**src/logic/sideband_pkg.sv**
```systemverilog
// Purpose: constants for the module sideband control logic
// Assumes: 100 MHz management clock
// Notes: times are in ns, cycle counts derived from them
package sideband_pkg;
  localparam int unsigned CLK_PERIOD_NS = 10;
  // least low time on the reset pin that counts as a reset
  localparam int unsigned RESET_MIN_NS = 10000;
  localparam int unsigned RESET_MIN_CYC =
    (RESET_MIN_NS + CLK_PERIOD_NS - 1) / CLK_PERIOD_NS;
  // reset execution interval after release
  localparam int unsigned INIT_NS = 20000;
  localparam int unsigned INIT_CYC =
    (INIT_NS + CLK_PERIOD_NS - 1) / CLK_PERIOD_NS;
  localparam int unsigned CNT_W = 12;
  // management bus address of the lower page
  localparam logic [6:0] DEV_ADDR = 7'h50;
  localparam int unsigned SYNC_W = 3;
  // synchroniser bit positions
  localparam int unsigned SYNC_SEL = 0;
  localparam int unsigned SYNC_RST = 1;
  localparam int unsigned SYNC_LP = 2;
  localparam logic [2:0] SYNC_RESET_VAL = 3'h3;
  localparam logic [7:0] CTRL_DEFAULT = 8'h00;
endpackage : sideband_pkg

```
**src/logic/sync_if.sv**
```systemverilog
// Purpose: carries raw and synchronised sideband levels
// Assumes: single clock
// Notes: none
`timescale 1ns/1ps
interface sync_if #(parameter int W = 3);
  logic [W-1:0] raw;
  logic [W-1:0] synced;
  modport src (output raw, input synced);
  modport snk (input raw, output synced);
endinterface : sync_if

```
**src/logic/sideband_ctrl.sv**
```systemverilog
// Purpose: sideband control of a pluggable module (select, reset,
//          low power, presence, attention)
// Assumes: rst_n is the power-up / insertion reset; pins sampled on clk
// Notes: the two-wire bus engine sits outside; this block gates it
`timescale 1ns/1ps

// Notes on behaviour
// (RULE1) select low: module answers management bus commands to it
// (RULE2) select high: all management bus traffic is ignored; writes are gated, but flags_read still clears the fault and completion flags
// (RULE3) undriven select reads as high, so module stays silent
// (RULE4) reset low longer than minimum restores all settings to default
// (RULE5) reset execution starts when reset pin rises
// (RULE6) host ignores status bits until reset completion is signalled
// (RULE7) on completion, attention asserts with not-ready cleared
// (RULE8) after power-up, completion attention posted without reset pulse
// (RULE9) low-power input high selects reduced-power mode
// (RULE10) presence reads low while seated; host pull-up gives high
// (RULE11) attention pulled low on fault or critical status
// (RULE12) host reads cause over management bus after attention
// (RULE13) attention is open collector: drive low or release only
// (RULE14) module answers at its fixed lower page bus address
// (RULE15) host reads flag field to learn channel and flag type
// (RULE16) select, reset and low-power synchronised before use
module sideband_ctrl #(
  parameter int unsigned RESET_MIN = sideband_pkg::RESET_MIN_CYC,
  parameter int unsigned INIT_LEN = sideband_pkg::INIT_CYC
) (
  input wire logic clk, // 100 MHz management clock
  input wire logic rst_n, // power-up / insertion reset
  input wire logic bus_select_n_pin, // select pin, pulled high
  input wire logic bus_select_n_oe, // host drives select when high
  input wire logic module_reset_n, // host reset pin
  input wire logic low_power_request, // host low-power pin
  input wire logic bus_addr_valid, // bus engine decoded an address
  input wire logic [6:0] bus_addr, // decoded 7-bit bus address
  input wire logic fault_event, // one-cycle fault/critical event
  input wire logic flags_read, // host read the flag field (clears)
  input wire logic [7:0] ctrl_wdata, // control byte written by host
  input wire logic ctrl_we, // control byte write strobe
  output logic bus_enable, // bus engine may answer
  output logic addr_match, // address hit while selected
  output logic low_power_mode, // reduced-power mode active
  output logic data_not_ready, // not-ready status bit
  output logic fault_flag, // sticky fault flag
  output logic [7:0] ctrl_q, // user control settings
  output logic presence_n, // presence pin, low while seated
  output logic attention_n_o, // attention pin output value
  output logic attention_n_oe // attention pin driven low when high
);

  //--------------------------------------------------------------
  // input synchronisation
  //--------------------------------------------------------------
  typedef enum logic [1:0] {
    ST_RUN = 2'b00,
    ST_HELD = 2'b01,
    ST_INIT = 2'b10
  } rst_state_e;

  sync_if #(.W(sideband_pkg::SYNC_W)) sif ();
  logic sel_raw;

  // pull-up: an undriven select pin reads as deselected
  assign sel_raw = bus_select_n_oe ? bus_select_n_pin : 1'b1; // RULE3
  assign sif.raw = {low_power_request, module_reset_n, sel_raw};

  level_sync #(
    .W(sideband_pkg::SYNC_W),
    .RST_VAL(sideband_pkg::SYNC_RESET_VAL)
  ) u_sync (
    .clk(clk),
    .rst_n(rst_n),
    .s(sif.snk)
  ); // RULE16

  wire sel_n_s = sif.synced[sideband_pkg::SYNC_SEL];
  wire rst_pin_s = sif.synced[sideband_pkg::SYNC_RST];
  wire lp_s = sif.synced[sideband_pkg::SYNC_LP];

  //--------------------------------------------------------------
  // reset pin sequencing
  //--------------------------------------------------------------
  rst_state_e state_q, state_d;
  logic [sideband_pkg::CNT_W-1:0] cnt_q, cnt_d;
  logic rst_pin_q;
  logic done_pulse;
  logic long_low;
  logic rise;

  assign rise = rst_pin_s & ~rst_pin_q;
  assign long_low = (cnt_q >= sideband_pkg::CNT_W'(RESET_MIN));
  assign done_pulse = (state_q == ST_INIT) &&
    (cnt_q == sideband_pkg::CNT_W'(INIT_LEN - 1));

  // held counts low time; a short glitch returns to run untouched
  always_comb begin
    state_d = state_q;
    cnt_d = cnt_q;
    unique case (state_q)
      ST_RUN: begin
        if (!rst_pin_s) begin
          state_d = ST_HELD;
          cnt_d = '0;
        end
      end
      ST_HELD: begin
        if (rise && long_low) begin
          state_d = ST_INIT; // RULE5
          cnt_d = '0;
        end else if (rst_pin_s) begin
          state_d = ST_RUN;
        end else if (!long_low) begin
          cnt_d = cnt_q + 1'b1;
        end
      end
      ST_INIT: begin
        if (!rst_pin_s) begin
          state_d = ST_HELD;
          cnt_d = '0;
        end else if (done_pulse) begin
          state_d = ST_RUN;
        end else begin
          cnt_d = cnt_q + 1'b1;
        end
      end
      default: state_d = ST_RUN;
    endcase
  end

  // power-up enters the init interval directly
  always_ff @(posedge clk) begin
    if (!rst_n) begin
      state_q <= ST_INIT; // RULE8
      cnt_q <= '0;
      rst_pin_q <= 1'b1;
    end else begin
      state_q <= state_d;
      cnt_q <= cnt_d;
      rst_pin_q <= rst_pin_s;
    end
  end

  wire full_reset = (state_q == ST_HELD) && long_low;
  wire in_reset = (state_q != ST_RUN);

  //--------------------------------------------------------------
  // settings, status and attention
  //--------------------------------------------------------------
  wire hit = bus_addr_valid && (bus_addr == sideband_pkg::DEV_ADDR);

  // settings return to default on a full reset
  always_ff @(posedge clk) begin
    if (!rst_n || full_reset) begin
      ctrl_q <= sideband_pkg::CTRL_DEFAULT; // RULE4
    end else if (ctrl_we && bus_enable) begin
      ctrl_q <= ctrl_wdata;
    end
  end

  // status: set wins over a read-clear; faults are dropped while the reset pin is held low and during reset execution
  always_ff @(posedge clk) begin
    if (!rst_n) begin
      data_not_ready <= 1'b1;
      fault_flag <= 1'b0;
    end else begin
      data_not_ready <= in_reset && !done_pulse; // RULE7
      if (fault_event && !in_reset) begin
        fault_flag <= 1'b1; // RULE11
      end else if (flags_read || done_pulse) begin
        fault_flag <= 1'b0;
      end
    end
  end

  // completion posts a sticky attention cleared by a flag read
  logic done_att_q;
  always_ff @(posedge clk) begin
    if (!rst_n || full_reset) begin
      done_att_q <= 1'b0;
    end else if (done_pulse) begin
      done_att_q <= 1'b1; // RULE7
    end else if (flags_read) begin
      done_att_q <= 1'b0;
    end
  end

  wire att_next = done_att_q || fault_flag || (done_pulse && 1'b1);

  // bus gating and pins, all registered
  always_ff @(posedge clk) begin
    if (!rst_n) begin
      bus_enable <= 1'b0;
      addr_match <= 1'b0;
      low_power_mode <= 1'b0;
      presence_n <= 1'b0;
      attention_n_o <= 1'b0;
      attention_n_oe <= 1'b0;
    end else begin
      bus_enable <= !sel_n_s; // RULE1 RULE2
      addr_match <= !sel_n_s && hit; // RULE14
      low_power_mode <= lp_s; // RULE9
      presence_n <= 1'b0; // RULE10
      attention_n_o <= 1'b0; // RULE13
      attention_n_oe <= att_next; // RULE13
    end
  end

  //--------------------------------------------------------------
  // checks
  //--------------------------------------------------------------
  // power-up watchdog: counts the init interval up to the first
  // completion; a counter keeps the check cheap for long intervals
  logic pu_wait_q;
  logic [sideband_pkg::CNT_W-1:0] pu_cnt_q;
  always_ff @(posedge clk) begin
    if (!rst_n) begin
      pu_wait_q <= 1'b1;
      pu_cnt_q <= '0;
    end else if (done_pulse || state_q != ST_INIT) begin
      pu_wait_q <= 1'b0;
    end else if (pu_wait_q) begin
      pu_cnt_q <= pu_cnt_q + 1'b1;
    end
  end

  a_sel_gates_bus: assert property ( // RULE2
    @(posedge clk) disable iff (!rst_n)
    sel_n_s |=> !bus_enable)
    else $error("bus enabled while deselected");
  a_sel_opens_bus: assert property ( // RULE1
    @(posedge clk) disable iff (!rst_n)
    !sel_n_s |=> bus_enable)
    else $error("bus not enabled while selected");
  a_float_silent: assert property ( // RULE3
    @(posedge clk) disable iff (!rst_n)
    (!bus_select_n_oe)[*3] |=> !bus_enable)
    else $error("undriven select opened bus");
  a_reset_defaults: assert property ( // RULE4
    @(posedge clk) disable iff (!rst_n)
    full_reset |=> ctrl_q == sideband_pkg::CTRL_DEFAULT)
    else $error("settings not defaulted");
  a_short_ignored: assert property ( // RULE4
    @(posedge clk) disable iff (!rst_n)
    (state_q == ST_HELD && rst_pin_s && !long_low) |=> state_q == ST_RUN)
    else $error("short reset pulse not ignored");
  a_init_on_rise: assert property ( // RULE5
    @(posedge clk) disable iff (!rst_n)
    (state_q == ST_HELD && rise && long_low) |=> state_q == ST_INIT)
    else $error("init not started on rise");
  a_notready_init: assert property ( // RULE7
    @(posedge clk) disable iff (!rst_n)
    (state_q == ST_INIT && !done_pulse) |=> data_not_ready)
    else $error("not-ready dropped before completion");
  a_done_attention: assert property ( // RULE7
    @(posedge clk) disable iff (!rst_n)
    done_pulse |=> attention_n_oe && !data_not_ready)
    else $error("completion not signalled");
  a_powerup_done: assert property ( // RULE8
    @(posedge clk) disable iff (!rst_n)
    pu_wait_q |-> pu_cnt_q < sideband_pkg::CNT_W'(INIT_LEN))
    else $error("no completion after power-up");
  a_lp_follows: assert property ( // RULE9
    @(posedge clk) disable iff (!rst_n)
    lp_s |=> low_power_mode)
    else $error("low power not applied");
  a_present_low: assert property ( // RULE10
    @(posedge clk) disable iff (!rst_n)
    !presence_n)
    else $error("presence not low");
  a_fault_att: assert property ( // RULE11
    @(posedge clk) disable iff (!rst_n)
    fault_flag |=> attention_n_oe)
    else $error("fault without attention");
  a_sticky_fault: assert property ( // RULE11
    @(posedge clk) disable iff (!rst_n)
    (fault_flag && !flags_read && !done_pulse) |=> fault_flag)
    else $error("fault flag lost before read");
  a_init_no_fault: assert property ( // RULE11
    @(posedge clk) disable iff (!rst_n)
    (in_reset && fault_event && !fault_flag) |=> !fault_flag)
    else $error("fault taken during reset execution");
  a_flag_clear: assert property ( // RULE11
    @(posedge clk) disable iff (!rst_n)
    (flags_read && !fault_event) |=> !fault_flag)
    else $error("flag read did not clear fault");
  a_open_coll: assert property ( // RULE13
    @(posedge clk) disable iff (!rst_n)
    !attention_n_o)
    else $error("attention driven high");
  a_addr_gated: assert property ( // RULE14
    @(posedge clk) disable iff (!rst_n)
    addr_match |-> bus_enable)
    else $error("address hit while deselected");
  a_ctrl_hold: assert property ( // RULE2
    @(posedge clk) disable iff (!rst_n)
    (!ctrl_we || !bus_enable) && !full_reset |=> $stable(ctrl_q))
    else $error("settings changed without a write");
  a_write_lands: assert property ( // RULE1
    @(posedge clk) disable iff (!rst_n)
    (ctrl_we && bus_enable && !full_reset) |=> ctrl_q == $past(ctrl_wdata))
    else $error("selected write did not land");

  c_full_reset: cover property (@(posedge clk) disable iff (!rst_n)
    full_reset ##[1:300] done_pulse);
  c_fault: cover property (@(posedge clk) disable iff (!rst_n)
    fault_flag ##1 flags_read);
  c_select: cover property (@(posedge clk) disable iff (!rst_n)
    addr_match);
  c_powerup: cover property (@(posedge clk) disable iff (!rst_n)
    pu_wait_q && done_pulse);
  c_short_pulse: cover property (@(posedge clk) disable iff (!rst_n)
    state_q == ST_HELD && rst_pin_s && !long_low);
endmodule : sideband_ctrl

```
**src/logic/level_sync.sv**
```systemverilog
// Purpose: two-flop synchroniser for host sideband levels
// Assumes: inputs change asynchronously to clk
// Notes: first stage is read only by the second stage
`timescale 1ns/1ps
module level_sync #(
  parameter int W = 3,
  parameter logic [2:0] RST_VAL = 3'h3
) (
  input wire logic clk, // management clock
  input wire logic rst_n, // synchronous reset
  sync_if.snk s // raw in, synced out
);
  logic [W-1:0] meta_q;
  logic [W-1:0] stab_q;

  // two stages; reset to the idle (deasserted) pin levels
  always_ff @(posedge clk) begin
    if (!rst_n) begin
      meta_q <= RST_VAL[W-1:0];
      stab_q <= RST_VAL[W-1:0];
    end else begin
      meta_q <= s.raw;
      stab_q <= meta_q;
    end
  end
  assign s.synced = stab_q;
endmodule : level_sync

```
**config.mk**
```make
export PLATFORM = sky130hd
export DESIGN_NAME = sideband_ctrl
export DESIGN_NICKNAME = d
export VERILOG_FILES = /design/src/logic/sideband_pkg.sv /design/src/logic/sync_if.sv /design/src/logic/sideband_ctrl.sv /design/src/logic/level_sync.sv
export SDC_FILE = /design/constraint.sdc
export NUM_CORES = 1
export LEC_CHECK = 0
export ABC_AREA = 0
export BUFFER_PORTS_ARGS = -buffer_cell sky130_fd_sc_hd__buf_2
export CAP_MARGIN = 20
export CORE_ASPECT_RATIO = 0.75
export CORE_MARGIN = 10
export CORE_UTILIZATION = 40
export DETAILED_ROUTE_END_ITERATION = 12
export HOLD_SLACK_MARGIN = 0.06
export PLACE_DENSITY = 0.75
export SYNTH_ARGS = -nofsm -noshare
export SYNTH_HDL_FRONTEND = slang
export SYNTH_SLANG_ARGS = --single-unit
export TNS_END_PERCENT = 50
```
**constraint.sdc**
```tcl
create_clock -name clk -period 2.39 [get_ports clk]
set_input_delay 0.239 -clock clk [delete_from_list [all_inputs] [get_ports clk]]
set_output_delay 0.239 -clock clk [all_outputs]
set_load 0.02 [all_outputs]
```
==> impl_metrics.csv <==
group,metric,value,unit
timing,period_needed,2.21,ns
die,die-width,95.3,um
clocking,cts_resized,0,
synth,synth-async-reset-ratio,0,%
clocking,clk_latency,0.29,ns
synth,yosysSeqAreaShare,42.4,%
synth,synthesis.area,1700,sq um
die,die_h,76.5,um
clocking,clk_path_buf_depth,2,
clocking,cts_htree_levels,2,
synth,synth_warnings,0,
placed_design,gp_congestion,0.863,
finish,fillers,375,
routing,drt_iter0_markers,106,
setup_path,cp-end-kind,"flop",
min_path,min_path_type,"input port to flop",
clocking,cts_hold_buf,0,
setup_path,r2r_setup_slack,0.18,ns
clocking,cts.sinks,36,
timing,setup-tns-final,0,ns
synth,synth-seq-cells,36,
grt,antenna_found_initial,0,
power_and_ir_drop,power.density,673,nW/um^2
routing,drc,0,
timing,relSlewSlack,66.1,%
finish,layout-drive-gt1-share,24.6,%
grt,grt_usage,12.1,%
clocking,cts_root_buf,"clkbuf_8",
routing,ant_nets,0,
die,rows,20,
die,io_pins,41,
die,core-area,4080,sq um
finish,stdcell_count,295,
clocking,cts_buffers,5,
timing,max_freq,452,MHz
run,maxCapViolations,0,
grt,grt_first_pass_wirelength,7220,um
synth,yosysTopAreaCellShare,42.4,%
outcome,status,"complete, no violations",
synth,syn_avg_cell_area,8.55,sq um
placed_design,dpl.cell_count,287,
finish,nets,270,
setup_path,crit_type,"flop to flop",
clocking,cts_tree,"built",
finish,antenna_cells,0,
die,dieArea,7290,sq um
synth,ys.flop_type,"dfxtp_1",
synth,synth_cell_types,47,
grt,grt_max_degree,21,
setup_path,crit_required,2.61,ns
clocking,path_clk_slew,0.07,ns
routing,wl,4140,um
finish,area_growth,20.7,%
routing,num_vias,1573,
setup_path,cp.arrival,2.43,ns
die,initial_core_util,41.7,%
timing,drv_slew,0,
synth,syn_inst,199,
grt,grt.overflow.total,0,
timing,fin_skew,0.00381,ns
power_and_ir_drop,p_leak,0.000830,uW
timing,worst_pin_slew,0.507,ns
synth,yosysTopAreaCell,"dfxtp_1",
setup_path,cp-start-kind,"flop",
timing,rsz0062_at_grt,"false",
routing,drt-vias-per-instance,5.33,
timing,hold_viol,0,
routing,first_pass_iters,4,
grt,grt_pass1_vias,1515,
synth,synth_edf_count,0,
setup_path,path_max_fanout,11,
timing,period_share,92.5,%
placed_design,io_buffers,38,
placed_design,hpwl,3040,um
clocking,postCtsSetupRepairBufs,0,
routing,drt-wirelength-per-cell,14.0,um
synth,synth_area_leaders,"dfxtp_1, a21oi_1, ha_1",
power_and_ir_drop,ir_drop,0.487,mV
timing,setup_viol,0,
==> worst paths after layout <==
path / start / end / cells past startpoint
worst max-delay path: state_q[0] / cnt_q[7] / 8
worst min-delay path: bus_addr[1] / addr_match / 2
worst max register to register: state_q[0] / cnt_q[7] / 8
worst min register to register: u_sync.s.synced[0] / bus_enable / 1
==> through the flow <==
step / setup slack [ns] / instance area, sq um / utilization, % / hold slack [ns] / total power, uW
final: 0.180 / 2050 / 50.4 / 0.107 / 1380
after global routing: 0.00526 / 2050 / 50.4 / 0.104 / 1450
after CTS: 0.182 / 2050 / 50.4 / 0.101 / 1400
after detailed placement: 0.252 / 1940 / 47.6 / 0.391 / 867
after global placement: 0.322 / 1940 / 47.6 / 0.380 / 863
after floorplan: 0.485 / 1710 / - / 0.314 / 808
==> sequential cells by signal, summed over array words and instances (netlist names) <==
signal,cells
addr_match,1
ctrl_q,8
fault_flag,1
bus_enable,1
cnt_q,12
u_sync.meta_q,3
u_sync.s.synced,3
rst_pin_q,1
done_att_q,1
attention_n_oe,1
low_power_mode,1
state_q,2
data_not_ready,1
==> placed cells by master, fill, tap and decap left out, drive strengths merged, types with 2 or more instances in the layout <==
cell type	count
buf	44
dfxtp	36
nand2	19
a21oi	18
nor2	16
nand3	14
o21ai	9
inv	8
nand2b	7
o211ai	7
ha	6
clkbuf	5
nor4	5
and2	4
nand4	4
and3	3
or4	3
a41oi	3
nor3	2
a31oi	2
o21bai	2
nand3b	2
conb	2
o22ai	2
==> synthesized netlist by cell type (2+ instances only) <==
library cell / n
nand3b_1: 2
buf_1: 2
o21ai_1: 5
nand3_1: 13
clkbuf_1: 4
o21bai_1: 2
nor3_1: 2
or4_1: 3
a41oi_1: 2
buf_4: 3
nand2b_1: 7
inv_1: 8
a31oi_1: 2
and2_1: 4
and3_1: 3
nand2_1: 19
nor2_1: 16
ha_1: 6
a21oi_1: 18
buf_2: 2
dfxtp_1: 36
o21ai_0: 4
nor4_1: 4
o211ai_1: 6
nand4_1: 4
==> cell families after synthesis <==
kind of cell | share of synthesized area (%)
other | 0.220
AO/OA/AOI/OAI | 20.5
flip-flops | 42.4
buffers and inverters | 5.66
adder cells (fa/ha/maj) | 4.41
AND/OR/NAND/NOR | 26.8
==> layer usage <==
metal | track usage [%] | part of all wire [%]
met4 | 5.82 | 1.7
met1 | 14.6 | 45
met5 | 0 | 0
met2 | 19.4 | 48
met3 | 3.05 | 5.2
==> final cells by class <==
cell class                      instances  area (sq um)  share of cell area (%)
Clock buffer                            5          68.8                    3.35
Multi-Input combinational cell        144           888                    43.2
Inverter                                8          30.0                    1.46
Sequential cell                        36           721                    35.1
Clock inverter                          3          42.5                    2.07
Timing Repair Buffer                   44           235                    11.4
Tap cell                               55          68.8                    3.35
==> report_power, final <==
group	switching [uW]	internal (uW)
clock network	216	308
logic	140	88.9
registers	11.0	618
==> worst max-delay path, stage by stage, from the launching register on <==
cell,delay [ns]
dfxtp_1,0.38
inv_1,0.08
ha_1,0.34
and3_1,0.18
a31o_1,0.14
a41o_1,0.20
nand3_2,0.24
or4_1,0.46
a21oi_1,0.12
Note: power is estimated with default switching activity, not from simulation.
